===== src/pkg/mul_psr_pkg.sv =====
////////////////////////////////////////////////////////////////
// Shared constants of the multiply and status-word unit
////////////////////////////////////////////////////////////////
`default_nettype none
package mul_psr_pkg;
    // Register byte offsets
    localparam logic [7:0] ADDR_CTRL    = 8'h00;
    localparam logic [7:0] ADDR_OPA     = 8'h04;
    localparam logic [7:0] ADDR_OPB     = 8'h08;
    localparam logic [7:0] ADDR_ACC_LO  = 8'h0c;
    localparam logic [7:0] ADDR_ACC_HI  = 8'h10;
    localparam logic [7:0] ADDR_RES_LO  = 8'h14;
    localparam logic [7:0] ADDR_RES_HI  = 8'h18;
    localparam logic [7:0] ADDR_CUR     = 8'h1c;
    localparam logic [7:0] ADDR_SAVED   = 8'h20;
    localparam logic [7:0] ADDR_STATUS  = 8'h24;
    // Operation codes in the control word
    localparam logic [3:0] OP_CUR_TO_REG    = 4'h0;
    localparam logic [3:0] OP_SAVED_TO_REG  = 4'h1;
    localparam logic [3:0] OP_CUR_WHOLE     = 4'h2;
    localparam logic [3:0] OP_CUR_FLAGS     = 4'h3;
    localparam logic [3:0] OP_SAVED_WHOLE   = 4'h4;
    localparam logic [3:0] OP_SAVED_FLAGS   = 4'h5;
    localparam logic [3:0] OP_CUR_FLAGS_IMM = 4'h6;
    localparam logic [3:0] OP_SAV_FLAGS_IMM = 4'h7;
    localparam logic [3:0] OP_MUL_SHORT     = 4'h8;
    localparam logic [3:0] OP_MLA_SHORT     = 4'h9;
    localparam logic [3:0] OP_UNSIGNED_MULTIPLY_LONG         = 4'ha;
    localparam logic [3:0] OP_UNSIGNED_MULTIPLY_ACCUMULATE_LONG         = 4'hb;
    localparam logic [3:0] OP_SIGNED_MULTIPLY_LONG         = 4'hc;
    localparam logic [3:0] OP_SIGNED_MULTIPLY_ACCUMULATE_LONG         = 4'hd;
    // Control word fields
    localparam int CTRL_OP_MSB   = 3;
    localparam int CTRL_SETF_BIT = 4;
    localparam int CTRL_COND_BIT = 5;
    localparam int CTRL_PRIV_BIT = 6;
    // Status word flag positions
    localparam int FLAG_N = 31;
    localparam int FLAG_Z = 30;
    localparam int FLAG_C = 29;
    localparam int FLAG_V = 28;
    localparam int RES_TOP = 63;
    // Early-termination boundaries of the multiplier
    localparam int M1_LSB = 8;
    localparam int M2_LSB = 16;
    localparam int M3_LSB = 24;
    localparam int WORD_TOP = 31;
    // Status register fields
    localparam int STAT_BUSY_BIT = 0;
    localparam int STAT_CYC_LSB  = 8;
    localparam int STAT_CYC_MSB  = 11;
    // Reset values of the status words
    localparam logic [31:0] CUR_RESET   = 32'h0000_0000;
    localparam logic [31:0] SAVED_RESET = 32'h0000_0000;
endpackage : mul_psr_pkg
`default_nettype wire


===== src/logic/booth_byte_step.sv =====
`timescale 1ns/1ns
`default_nettype none
////////////////////////////////////////////////////////////////
// One pass of the 8-bit multiplier array
////////////////////////////////////////////////////////////////
module booth_byte_step (
    input  wire logic [63:0] mcand_i,        // Extended multiplicand
    input  wire logic [7:0]  digit_i,        // Multiplier byte
    input  wire logic        digit_signed_i, // Byte taken as signed
    input  wire logic [1:0]  step_i,         // Byte position
    input  wire logic [63:0] acc_i,          // Running sum
    output logic      [63:0] acc_o           // Sum after this pass
);
    logic signed [8:0] digit_ext; // Digit with sign or zero
    logic        [63:0] prod;     // Partial product
    logic        [63:0] shifted;  // Partial product in place

    // Partial product of one byte, weighted by position
    always_comb begin
        digit_ext = $signed({digit_signed_i & digit_i[7], digit_i});
        prod      = 64'($signed(mcand_i) * digit_ext); // RULE19
        shifted   = prod << {step_i, 3'b000};
        acc_o     = acc_i + shifted;
    end
endmodule : booth_byte_step
`default_nettype wire


===== src/logic/mul_psr_unit.sv =====
`timescale 1ns/1ns
`default_nettype none
// Notes on behaviour
// RULE1 - Status transfers take exactly one cycle
// RULE2 - Register flag write copies bits 31:28
// RULE3 - Immediate flag write copies top four bits
// RULE4 - User whole write changes flags; read whole
// RULE5 - Privileged: saved word flag write, read
// RULE6 - Multiply runs only when condition passes
// RULE7 - Plain multiply ignores accumulate; accumulate adds
// RULE8 - Short multiply keeps low 32 bits only
// RULE9 - Short flags: N bit 31, Z zero
// RULE10 - Flags change only with set-flags bit
// RULE11 - Short: 1 plus m, accumulate m+1
// RULE12 - Short m from uniform upper multiplier bits
// RULE13 - Long multiply writes low and high halves
// RULE14 - Long accumulate adds high:low pair
// RULE15 - Unsigned or two's-complement long variants
// RULE16 - Long flags: N bit 63, Z all
// RULE17 - Long: m+1, long accumulate m+2
// RULE18 - Long m: uniform bits, zero if unsigned
// RULE19 - Eight multiplier bits per array cycle
// RULE20 - Issuer avoids destination equal first operand
// RULE21 - Long registers must be all distinct
// RULE22 - User protects control bits; privileged whole
// RULE23 - Short test tops out at bit 31
module mul_psr_unit (
    input  wire logic        clk_i,  // Core clock
    input  wire logic        rst_i,  // Synchronous reset
    input  wire logic [7:0]  adr_i,  // Byte address
    input  wire logic [31:0] dat_i,  // Write data
    input  wire logic [3:0]  sel_i,  // Byte lanes
    input  wire logic        we_i,   // Write strobe
    input  wire logic        stb_i,  // Strobe
    input  wire logic        cyc_i,  // Cycle
    output logic      [31:0] dat_o,  // Read data
    output logic             ack_o,  // Acknowledge
    output logic             busy_o  // Operation running
);
    typedef enum logic [3:0] {
        ST_IDLE  = 4'b0001,
        ST_ARRAY = 4'b0010,
        ST_ADD   = 4'b0100,
        ST_DONE  = 4'b1000
    } state_t;

    state_t      state_q;     // Engine state
    logic        ack_q;       // Bus answer
    logic [31:0] dat_q;       // Read data flop
    logic [6:0]  ctrl_q;      // Latched control word
    logic [31:0] opa_q;       // First operand
    logic [31:0] opb_q;       // Multiplier operand
    logic [31:0] acc_lo_q;    // Accumulate or low dest
    logic [31:0] acc_hi_q;    // High dest input
    logic [31:0] res_lo_q;    // Low result
    logic [31:0] res_hi_q;    // High result
    logic [31:0] cur_q;       // Current status word
    logic [31:0] saved_q;     // Saved status word
    logic [63:0] mcand_q;     // Extended multiplicand
    logic [31:0] mult_q;      // Latched multiplier
    logic [63:0] sum_q;       // Running product
    logic [63:0] sum_d;       // Product after one pass
    logic [2:0]  m_q;         // Array passes needed
    logic [1:0]  step_q;      // Current byte
    logic [1:0]  extra_q;     // Long and accumulate cycles left
    logic [3:0]  cnt_q;       // Cycles of running op
    logic [3:0]  last_cnt_q;  // Cycles of last op
    logic        wr_en;       // Bus write takes effect
    logic        start;       // Control write accepted
    logic [3:0]  op;          // Opcode being written
    logic [3:0]  lop;         // Latched opcode
    logic        priv;        // Privileged mode
    logic        is_mul_new;  // New op is a multiply
    logic        is_long_new; // New op is long
    logic        is_acc_new;  // New op accumulates
    logic        uns_new;     // New op is unsigned long
    logic        is_long;     // Latched op is long
    logic        is_mul;      // Latched op is a multiply
    logic        last_digit;  // Final pass, not unsigned long
    logic [31:0] flag_wr;     // Source with new flags

    ////////////////////////////////////////////////////////////
    // Helper functions
    ////////////////////////////////////////////////////////////

    // Merge write data into a word by byte lanes
    function automatic logic [31:0] lane_merge(
        input logic [31:0] old_v,
        input logic [31:0] new_v,
        input logic [3:0]  sel
    );
        logic [31:0] r;
        r = old_v;
        for (int i = 0; i < 4; i++) begin
            if (sel[i]) begin
                r[i*8 +: 8] = new_v[i*8 +: 8];
            end
        end
        return r;
    endfunction : lane_merge

    // Replace only the four condition flags
    function automatic logic [31:0] flags_only(
        input logic [31:0] old_v,
        input logic [31:0] src
    );
        logic [31:0] r;
        r = old_v;
        r[mul_psr_pkg::FLAG_N:mul_psr_pkg::FLAG_V] =
            src[mul_psr_pkg::FLAG_N:mul_psr_pkg::FLAG_V]; // RULE2 RULE3
        return r;
    endfunction : flags_only

    // Array passes from upper multiplier bits
    function automatic logic [2:0] array_cycles(
        input logic [31:0] b,
        input logic        ones_ok
    );
        logic [2:0] r;
        // Top of the test is bit 31
        if (b[mul_psr_pkg::WORD_TOP:mul_psr_pkg::M1_LSB] == '0 ||
            (ones_ok &&
             &b[mul_psr_pkg::WORD_TOP:mul_psr_pkg::M1_LSB])) begin
            r = 3'h1; // RULE12 RULE18 RULE23
        end else if (
            b[mul_psr_pkg::WORD_TOP:mul_psr_pkg::M2_LSB] == '0 ||
            (ones_ok &&
             &b[mul_psr_pkg::WORD_TOP:mul_psr_pkg::M2_LSB])) begin
            r = 3'h2; // RULE12 RULE18
        end else if (
            b[mul_psr_pkg::WORD_TOP:mul_psr_pkg::M3_LSB] == '0 ||
            (ones_ok &&
             &b[mul_psr_pkg::WORD_TOP:mul_psr_pkg::M3_LSB])) begin
            r = 3'h3; // RULE12 RULE18
        end else begin
            r = 3'h4;
        end
        return r;
    endfunction : array_cycles

    ////////////////////////////////////////////////////////////
    // Decode
    ////////////////////////////////////////////////////////////

    // Write side of the bus and opcode classes
    always_comb begin
        wr_en = cyc_i & stb_i & we_i & ack_q;
        op    = dat_i[mul_psr_pkg::CTRL_OP_MSB:0];
        start = wr_en & sel_i[0] & (state_q == ST_IDLE) &
                (adr_i == mul_psr_pkg::ADDR_CTRL);
        is_mul_new  = op >= mul_psr_pkg::OP_MUL_SHORT &&
                      op <= mul_psr_pkg::OP_SIGNED_MULTIPLY_ACCUMULATE_LONG;
        is_long_new = op >= mul_psr_pkg::OP_UNSIGNED_MULTIPLY_LONG &&
                      op <= mul_psr_pkg::OP_SIGNED_MULTIPLY_ACCUMULATE_LONG;
        is_acc_new  = op == mul_psr_pkg::OP_MLA_SHORT ||
                      op == mul_psr_pkg::OP_UNSIGNED_MULTIPLY_ACCUMULATE_LONG ||
                      op == mul_psr_pkg::OP_SIGNED_MULTIPLY_ACCUMULATE_LONG;
        uns_new     = op == mul_psr_pkg::OP_UNSIGNED_MULTIPLY_LONG ||
                      op == mul_psr_pkg::OP_UNSIGNED_MULTIPLY_ACCUMULATE_LONG;
        lop     = ctrl_q[mul_psr_pkg::CTRL_OP_MSB:0];
        priv    = ctrl_q[mul_psr_pkg::CTRL_PRIV_BIT];
        // Codes above the last multiply do nothing
        is_long = lop >= mul_psr_pkg::OP_UNSIGNED_MULTIPLY_LONG &&
                  lop <= mul_psr_pkg::OP_SIGNED_MULTIPLY_ACCUMULATE_LONG;
        is_mul  = lop >= mul_psr_pkg::OP_MUL_SHORT &&
                  lop <= mul_psr_pkg::OP_SIGNED_MULTIPLY_ACCUMULATE_LONG;
        // Unsigned long keeps every byte unsigned
        last_digit = ({1'b0, step_q} == m_q - 3'h1) &&
                     lop != mul_psr_pkg::OP_UNSIGNED_MULTIPLY_LONG &&
                     lop != mul_psr_pkg::OP_UNSIGNED_MULTIPLY_ACCUMULATE_LONG; // RULE15
        flag_wr = opa_q;
    end

    ////////////////////////////////////////////////////////////
    // Multiplier array pass
    ////////////////////////////////////////////////////////////

    booth_byte_step u_step (
        .mcand_i        (mcand_q),
        .digit_i        (mult_q[{step_q, 3'b000} +: 8]), // RULE19
        .digit_signed_i (last_digit),
        .step_i         (step_q),
        .acc_i          (sum_q),
        .acc_o          (sum_d)
    );

    ////////////////////////////////////////////////////////////
    // Engine sequencing
    ////////////////////////////////////////////////////////////

    // State flow and pass counters
    always_ff @(posedge clk_i) begin
        if (rst_i) begin
            state_q <= ST_IDLE;
            step_q  <= 2'h0;
            extra_q <= 2'h0;
            m_q     <= 3'h1;
        end else begin
            case (state_q)
                ST_IDLE: begin
                    if (start) begin
                        step_q  <= 2'h0;
                        m_q     <= array_cycles(opb_q, !uns_new);
                        // Long adds one cycle, accumulate one more
                        extra_q <= 2'({1'b0, is_long_new} +
                                      {1'b0, is_acc_new}); // RULE11 RULE17
                        // Skipped or status ops finish next cycle
                        if (is_mul_new &&
                            dat_i[mul_psr_pkg::CTRL_COND_BIT]) begin
                            state_q <= ST_ARRAY; // RULE6
                        end else begin
                            state_q <= ST_DONE; // RULE1
                        end
                    end
                end
                ST_ARRAY: begin
                    // One byte per internal cycle
                    if ({1'b0, step_q} == m_q - 3'h1) begin
                        state_q <= (extra_q == 2'h0) ? ST_DONE : ST_ADD;
                    end else begin
                        step_q <= step_q + 2'h1; // RULE19
                    end
                end
                ST_ADD: begin
                    // Spare internal cycles of the long and accumulate forms
                    if (extra_q == 2'h1) begin
                        state_q <= ST_DONE;
                    end
                    extra_q <= extra_q - 2'h1;
                end
                ST_DONE: begin
                    state_q <= ST_IDLE;
                end
                default: begin
                    state_q <= ST_IDLE;
                end
            endcase
        end
    end

    // Latch control word and operands at start
    always_ff @(posedge clk_i) begin
        if (rst_i) begin
            ctrl_q  <= 7'h00;
            mcand_q <= 64'h0;
            mult_q  <= 32'h0;
        end else if (start) begin
            ctrl_q  <= dat_i[6:0];
            mult_q  <= opb_q;
            // Only signed long extends the sign
            if (op == mul_psr_pkg::OP_SIGNED_MULTIPLY_LONG ||
                op == mul_psr_pkg::OP_SIGNED_MULTIPLY_ACCUMULATE_LONG) begin
                mcand_q <= {{32{opa_q[31]}}, opa_q}; // RULE15
            end else begin
                mcand_q <= {32'h0, opa_q};
            end
        end
    end

    // Running sum, seeded with the addend
    always_ff @(posedge clk_i) begin
        if (rst_i) begin
            sum_q <= 64'h0;
        end else if (start) begin
            if (!is_acc_new) begin
                sum_q <= 64'h0; // RULE7
            end else if (is_long_new) begin
                sum_q <= {acc_hi_q, acc_lo_q}; // RULE14
            end else begin
                sum_q <= {32'h0, acc_lo_q}; // RULE7
            end
        end else if (state_q == ST_ARRAY) begin
            sum_q <= sum_d;
        end
    end

    // Cycle counter of the running operation
    always_ff @(posedge clk_i) begin
        if (rst_i) begin
            cnt_q      <= 4'h0;
            last_cnt_q <= 4'h0;
        end else if (start) begin
            cnt_q <= 4'h1;
        end else if (state_q == ST_DONE) begin
            last_cnt_q <= cnt_q;
        end else if (state_q != ST_IDLE) begin
            cnt_q <= cnt_q + 4'h1;
        end
    end

    ////////////////////////////////////////////////////////////
    // Results and status words
    ////////////////////////////////////////////////////////////

    // Destination registers at the final cycle
    always_ff @(posedge clk_i) begin
        if (rst_i) begin
            res_lo_q <= 32'h0;
            res_hi_q <= 32'h0;
        end else if (state_q == ST_DONE &&
                     ctrl_q[mul_psr_pkg::CTRL_COND_BIT]) begin
            if (is_mul) begin
                res_lo_q <= sum_q[31:0]; // RULE8 RULE13
                res_hi_q <= is_long ? sum_q[63:32] : 32'h0;
            end else if (lop == mul_psr_pkg::OP_CUR_TO_REG) begin
                res_lo_q <= cur_q; // RULE4
            end else if (lop == mul_psr_pkg::OP_SAVED_TO_REG) begin
                // No saved word exists in user mode
                res_lo_q <= priv ? saved_q : 32'h0; // RULE5
            end
        end
    end

    // Current status word
    always_ff @(posedge clk_i) begin
        if (rst_i) begin
            cur_q <= mul_psr_pkg::CUR_RESET;
        end else if (state_q == ST_DONE &&
                     ctrl_q[mul_psr_pkg::CTRL_COND_BIT]) begin
            case (lop)
                mul_psr_pkg::OP_CUR_WHOLE: begin
                    // User mode keeps control bits
                    cur_q <= priv ? opa_q :
                             flags_only(cur_q, opa_q); // RULE4 RULE22
                end
                mul_psr_pkg::OP_CUR_FLAGS,
                mul_psr_pkg::OP_CUR_FLAGS_IMM: begin
                    cur_q <= flags_only(cur_q, flag_wr); // RULE2 RULE3
                end
                mul_psr_pkg::OP_MUL_SHORT,
                mul_psr_pkg::OP_MLA_SHORT: begin
                    if (ctrl_q[mul_psr_pkg::CTRL_SETF_BIT]) begin // RULE10
                        cur_q[mul_psr_pkg::FLAG_N] <= sum_q[31]; // RULE9
                        cur_q[mul_psr_pkg::FLAG_Z] <=
                            (sum_q[31:0] == 32'h0); // RULE9
                    end
                end
                mul_psr_pkg::OP_UNSIGNED_MULTIPLY_LONG, mul_psr_pkg::OP_UNSIGNED_MULTIPLY_ACCUMULATE_LONG,
                mul_psr_pkg::OP_SIGNED_MULTIPLY_LONG, mul_psr_pkg::OP_SIGNED_MULTIPLY_ACCUMULATE_LONG: begin
                    if (ctrl_q[mul_psr_pkg::CTRL_SETF_BIT]) begin // RULE10
                        cur_q[mul_psr_pkg::FLAG_N] <=
                            sum_q[mul_psr_pkg::RES_TOP]; // RULE16
                        cur_q[mul_psr_pkg::FLAG_Z] <=
                            (sum_q == 64'h0); // RULE16
                    end
                end
                default: begin
                    cur_q <= cur_q;
                end
            endcase
        end else if (wr_en && adr_i == mul_psr_pkg::ADDR_CUR) begin
            cur_q <= lane_merge(cur_q, dat_i, sel_i);
        end
    end

    // Saved status word; ops reach it only when privileged, bus unless a privileged op with its condition set is finishing
    always_ff @(posedge clk_i) begin
        if (rst_i) begin
            saved_q <= mul_psr_pkg::SAVED_RESET;
        end else if (state_q == ST_DONE && priv &&
                     ctrl_q[mul_psr_pkg::CTRL_COND_BIT]) begin
            if (lop == mul_psr_pkg::OP_SAVED_WHOLE) begin
                saved_q <= opa_q;
            end else if (lop == mul_psr_pkg::OP_SAVED_FLAGS ||
                         lop == mul_psr_pkg::OP_SAV_FLAGS_IMM) begin
                saved_q <= flags_only(saved_q, flag_wr); // RULE5
            end
        end else if (wr_en && adr_i == mul_psr_pkg::ADDR_SAVED) begin
            saved_q <= lane_merge(saved_q, dat_i, sel_i);
        end
    end

    ////////////////////////////////////////////////////////////
    // Bus slave
    ////////////////////////////////////////////////////////////

    // Operand registers written by software
    always_ff @(posedge clk_i) begin
        if (rst_i) begin
            opa_q    <= 32'h0;
            opb_q    <= 32'h0;
            acc_lo_q <= 32'h0;
            acc_hi_q <= 32'h0;
        end else if (wr_en) begin
            case (adr_i)
                mul_psr_pkg::ADDR_OPA:
                    opa_q <= lane_merge(opa_q, dat_i, sel_i);
                mul_psr_pkg::ADDR_OPB:
                    opb_q <= lane_merge(opb_q, dat_i, sel_i);
                mul_psr_pkg::ADDR_ACC_LO:
                    acc_lo_q <= lane_merge(acc_lo_q, dat_i, sel_i);
                mul_psr_pkg::ADDR_ACC_HI:
                    acc_hi_q <= lane_merge(acc_hi_q, dat_i, sel_i);
                default: begin
                    acc_hi_q <= acc_hi_q;
                end
            endcase
        end
    end

    // Answer one cycle after the request, drop after
    always_ff @(posedge clk_i) begin
        if (rst_i) begin
            ack_q <= 1'b0;
        end else begin
            ack_q <= cyc_i & stb_i & ~ack_q;
        end
    end

    // Read data captured with the answer
    always_ff @(posedge clk_i) begin
        if (rst_i) begin
            dat_q <= 32'h0;
        end else begin
            case (adr_i)
                mul_psr_pkg::ADDR_CTRL:   dat_q <= {25'h0, ctrl_q};
                mul_psr_pkg::ADDR_OPA:    dat_q <= opa_q;
                mul_psr_pkg::ADDR_OPB:    dat_q <= opb_q;
                mul_psr_pkg::ADDR_ACC_LO: dat_q <= acc_lo_q;
                mul_psr_pkg::ADDR_ACC_HI: dat_q <= acc_hi_q;
                mul_psr_pkg::ADDR_RES_LO: dat_q <= res_lo_q;
                mul_psr_pkg::ADDR_RES_HI: dat_q <= res_hi_q;
                mul_psr_pkg::ADDR_CUR:    dat_q <= cur_q;
                mul_psr_pkg::ADDR_SAVED:  dat_q <= saved_q;
                mul_psr_pkg::ADDR_STATUS: begin
                    dat_q <= 32'h0;
                    dat_q[mul_psr_pkg::STAT_BUSY_BIT] <=
                        (state_q != ST_IDLE);
                    dat_q[mul_psr_pkg::STAT_CYC_MSB:
                          mul_psr_pkg::STAT_CYC_LSB] <= last_cnt_q;
                end
                // Unmapped addresses read zero
                default: dat_q <= 32'h0;
            endcase
        end
    end

    // Output drive
    always_comb begin
        dat_o  = dat_q;
        ack_o  = ack_q;
        busy_o = (state_q != ST_IDLE);
    end
endmodule : mul_psr_unit
`default_nettype wire


===== config.mk =====
export PLATFORM = sky130hd
export DESIGN_NAME = mul_psr_unit
export DESIGN_NICKNAME = d
export VERILOG_FILES = /design/src/pkg/mul_psr_pkg.sv /design/src/logic/booth_byte_step.sv /design/src/logic/mul_psr_unit.sv
export SDC_FILE = /design/constraint.sdc
export NUM_CORES = 2
export LEC_CHECK = 0
export ABC_AREA = 1
export BUFFER_PORTS_ARGS = -buffer_cell sky130_fd_sc_hd__buf_2
export CORE_MARGIN = 2
export CORE_UTILIZATION = 45
export DETAILED_ROUTE_END_ITERATION = 6
export PLACE_DENSITY = 0.6
export SLEW_MARGIN = 20
export SYNTH_ARGS = -nofsm -noshare
export SYNTH_HDL_FRONTEND = slang
export SYNTH_SLANG_ARGS = --single-unit

===== constraint.sdc =====
create_clock -name clk_i -period 8.9 [get_ports clk_i]
set_input_delay 1.78 -clock clk_i [delete_from_list [all_inputs] [get_ports clk_i]]
set_output_delay 1.78 -clock clk_i [all_outputs]
set_load 0.02 [all_outputs]

==> metrics.txt <==
# TYPE chip_impl_metric gauge
chip_impl_info{name="run_status",value="finished, final reports clean"} 1
chip_impl_metric{name="synth_seq_cells",unit=""} 444
chip_impl_metric{name="worstMarginPinSlew",unit="ps"} 1120
chip_impl_info{name="clock_root_cell",value="sky130_fd_sc_hd__clkbuf_16"} 1
chip_impl_metric{name="core-area",unit="um^2"} 76100
chip_impl_metric{name="postSynth.asyncResetShare",unit="%"} 0
chip_impl_metric{name="layout_cells_sized_above_1",unit="%"} 8.01
chip_impl_metric{name="yosysWarningCount",unit=""} 0
chip_impl_metric{name="synth.distinct_cells",unit=""} 54
chip_impl_metric{name="die_area",unit="um^2"} 79300
chip_impl_metric{name="dr.pass1.iters",unit=""} 6
chip_impl_metric{name="peakVddDrop",unit="mV"} 0.162
chip_impl_metric{name="ff2ff_path_depth",unit=""} 36
chip_impl_metric{name="tot_gr_track_use",unit="%"} 36.9
chip_impl_metric{name="die-height",unit="um"} 282
chip_impl_metric{name="grtUsageMet3",unit="%"} 4.80
chip_impl_metric{name="top_level_ports",unit=""} 83
chip_impl_info{name="critPathMostFrequentCell",value="sky130_fd_sc_hd__a21oi_1"} 1
chip_impl_metric{name="detail_route.iter0.violations",unit=""} 3898
chip_impl_metric{name="crit_path_max_fanout",unit=""} 28
chip_impl_metric{name="max_cap_viol_count",unit=""} 0
chip_impl_metric{name="vias_in_the_first_global_route",unit=""} 33200
chip_impl_metric{name="grt_pass1_wl",unit="um"} 217000
chip_impl_info{name="cp-end-kind",value="flop"} 1
chip_impl_metric{name="power.density_cell_area",unit="nW/um^2"} 125
chip_impl_metric{name="cts_max_path_buffers",unit=""} 3
chip_impl_metric{name="cp.arrival",unit="ps"} 9130
chip_impl_metric{name="p_leak",unit="nW"} 16.0
chip_impl_metric{name="cts.hold.buffers_added",unit=""} 0
chip_impl_info{name="holdCritPathClass",value="reg -> reg"} 1
chip_impl_metric{name="portBuffers",unit=""} 82
chip_impl_metric{name="total_power",unit="mW"} 4.84
chip_impl_metric{name="timing.final.crit_period",unit="ps"} 8660
chip_impl_metric{name="syn_area_per_cell",unit="um^2"} 7.09
chip_impl_metric{name="gr_util_met2",unit="%"} 58.2
chip_impl_metric{name="cts_max_level",unit=""} 2
chip_impl_metric{name="cts.sinks",unit=""} 444
chip_impl_info{name="post_synthesis_cell_type_with_the_largest_combined_area",value="sky130_fd_sc_hd__dfxtp_1"} 1
chip_impl_metric{name="avgViaCountPerCell",unit=""} 5.92
chip_impl_metric{name="syn_to_final_growth",unit="%"} 11.3
chip_impl_metric{name="setup-violations-final",unit=""} 0
chip_impl_info{name="cp-start-kind",value="flop"} 1
chip_impl_metric{name="postRouteWirelength",unit="um"} 148000
chip_impl_metric{name="worstPathRequired",unit="ps"} 9380
chip_impl_metric{name="dieWidth",unit="um"} 282
chip_impl_info{name="synthTopCellsByCount",value="760 x sky130_fd_sc_hd__nand2_1, 746 x sky130_fd_sc_hd__inv_1, 584 x sky130_fd_sc_hd__nor2_1"} 1
chip_impl_metric{name="tritoncts_buffer_count",unit=""} 50
chip_impl_metric{name="synth_top_area_share",unit="%"} 25.6
chip_impl_metric{name="drtAntennaViolNets",unit=""} 0
chip_impl_metric{name="synth_fp_nets",unit=""} 5351
chip_impl_metric{name="met1_usage",unit="%"} 48.9
chip_impl_info{name="yosysMostFrequentCell",value="sky130_fd_sc_hd__nand2_1"} 1
chip_impl_info{name="top_usage_layer",value="met2"} 1
chip_impl_metric{name="finalWeightedCongestion",unit=""} 1.02
chip_impl_metric{name="worst_path_largest_cell_delay",unit="ps"} 580
chip_impl_metric{name="std_cell_rows",unit=""} 101
chip_impl_metric{name="globalRoute.totalOverflow",unit=""} 0
chip_impl_metric{name="dp.final_hpwl",unit="um"} 116000
chip_impl_metric{name="hold_viol_final",unit=""} 0
chip_impl_metric{name="worst_clock_skew",unit="ps"} 66.1
chip_impl_metric{name="post-route-period-util",unit="%"} 97.3
chip_impl_metric{name="syn-instance-count",unit=""} 4891
chip_impl_metric{name="initial_core_util",unit="%"} 45.6
chip_impl_info{name="timing.critical_path.slowest_stage_cell",value="sky130_fd_sc_hd__fa_1"} 1
chip_impl_info{name="path_class",value="reg -> reg"} 1
chip_impl_metric{name="synth_enable_flop_cells",unit=""} 0
chip_impl_metric{name="grt_antenna_before_repair",unit=""} 8
chip_impl_metric{name="synthesis.area",unit="um^2"} 34700
chip_impl_metric{name="maxClockFrequency",unit="GHz"} 0.116
chip_impl_metric{name="dpl_cell_area",unit="um^2"} 36600
chip_impl_info{name="tritoncts",value="yes"} 1
chip_impl_info{name="synth_area_leaders",value="sky130_fd_sc_hd__dfxtp_1 26%, sky130_fd_sc_hd__fa_1 14%, sky130_fd_sc_hd__nand2_1 8.2%"} 1
chip_impl_metric{name="drc_errors",unit=""} 0
chip_impl_metric{name="clk_latency",unit="ps"} 650
chip_impl_info{name="dominant_register_cell_in_the_synthesized_netlist",value="sky130_fd_sc_hd__dfxtp_1"} 1
chip_impl_metric{name="cts.reportedPaths.clkPinSlew",unit="ps"} 60
chip_impl_metric{name="maxSlewViolCount",unit=""} 0
chip_impl_metric{name="ys_seq_area_share",unit="%"} 25.6
chip_impl_metric{name="finish.instance_area",unit="um^2"} 38600
chip_impl_metric{name="design.final.nets",unit=""} 5390
chip_impl_metric{name="timing.max_slew.rel_slack",unit="%"} 24.9
chip_impl_metric{name="vias",unit=""} 35600
chip_impl_metric{name="min_delay_path_depth",unit=""} 1
chip_impl_metric{name="grt_start_max_net_pins",unit=""} 80
chip_impl_metric{name="wl_per_cell",unit="um"} 24.7
## critical path: cells and delay by family (launching register included)
| family | cells | cell delay [ps] |
|---|---|---|
| compound gates | 10 | 1840 |
| simple gates | 11 | 2020 |
| fa+ha+maj | 7 | 3210 |
| flops | 1 | 380 |
| buf+inv | 8 | 1080 |
## repair_timing
item,in CTS,in global routing
gates resized for setup,2,64
pin swaps,0,5
setup buffers,0,5
setup endpoints to repair,11,38
## cells by family (layout without fill, tap and decap cells)
kind of cell	after synthesis	after routing	synth area share, %
AOI/OAI and AO/OA	1391	1391	23.3
xor gates and xnor gates	51	51	1.29
adders and majority gates	411	411	20.1
buffers and inverters	984	1062	10.8
DFF	444	444	25.6
muxes	4	4	0.115
other	0	7	0
and+or+nand+nor	1606	1606	18.8
## final timing paths
path	start	end	slack, ps
max	step_q[0]	sum_q[35]	240
min	ack_o	ack_o	450
max reg2reg	step_q[0]	sum_q[35]	240
min reg2reg	ack_o	ack_o	450
## registers in the layout, summed over array words and instances, names as in the netlist, 7 cells and up
register and cells:
acc_hi_q 32, acc_lo_q 32, ctrl_q 7, cur_q 32, dat_o 32, flag_wr 32
mcand_q 33, mult_q 32, opb_q 32, res_hi_q 32, res_lo_q 32, saved_q 32
sum_q 64
## layout by cell type (no fill, tap or decap), drive strengths merged, types with 46 or more instances in the layout
cell type	Yosys	final
a31oi	65	65
o211ai	54	54
inv	759	761
nor2	590	590
a21oi	443	443
ha	166	166
a221oi	46	46
clkbuf	172	76
nand3	148	148
buf	45	204
fa	245	245
a211oi	153	153
o22ai	80	80
dfxtp	444	444
o21ai	480	480
nand2	760	760
## stage by stage
step | utilization [%] | setup WS (ps) | TNS (ps) | instances | hold WS [ps]
5_1_grt | 50.7 | -16.0 | -22.6 | 5999 | 466
3_3_place_gp | 48.1 | -149 | -605 | 5903 | 427
4_1_cts | 50.4 | 60.6 | 0 | 5994 | 448
2_1_floorplan | - | 1160 | 0 | 4891 | 424
6_report | 50.8 | 243 | 0 | 6006 | 446
3_5_place_dp | 48.1 | -91.9 | -391 | 5903 | 433
## power breakdown
part	internal [mW]	switching, mW	leakage [nW]
Sequential	2.01	0.0271	3.58
Combinational	0.168	0.418	11.5
Clock	1.28	0.939	0.848
## routing by layer
metal,up-vias,part of all wire (%)
met3,370,8.7
met5,-,0.0088
li1,16300,-
met2,1861,44
met4,2,6.4
met1,17000,41
## final cells by class
type                            instances  area [um^2]
Fill cell                            7856        37500
Antenna cell                            7         17.5
Timing Repair Buffer                  204         1440
Multi-Input combinational cell       3463        22300
Sequential cell                       444         8890
Tap cell                             1030         1290
Clock inverter                         15          209
Clock buffer                           76         1530
Inverter                              767         2890
(Power assumes the default switching activity.)
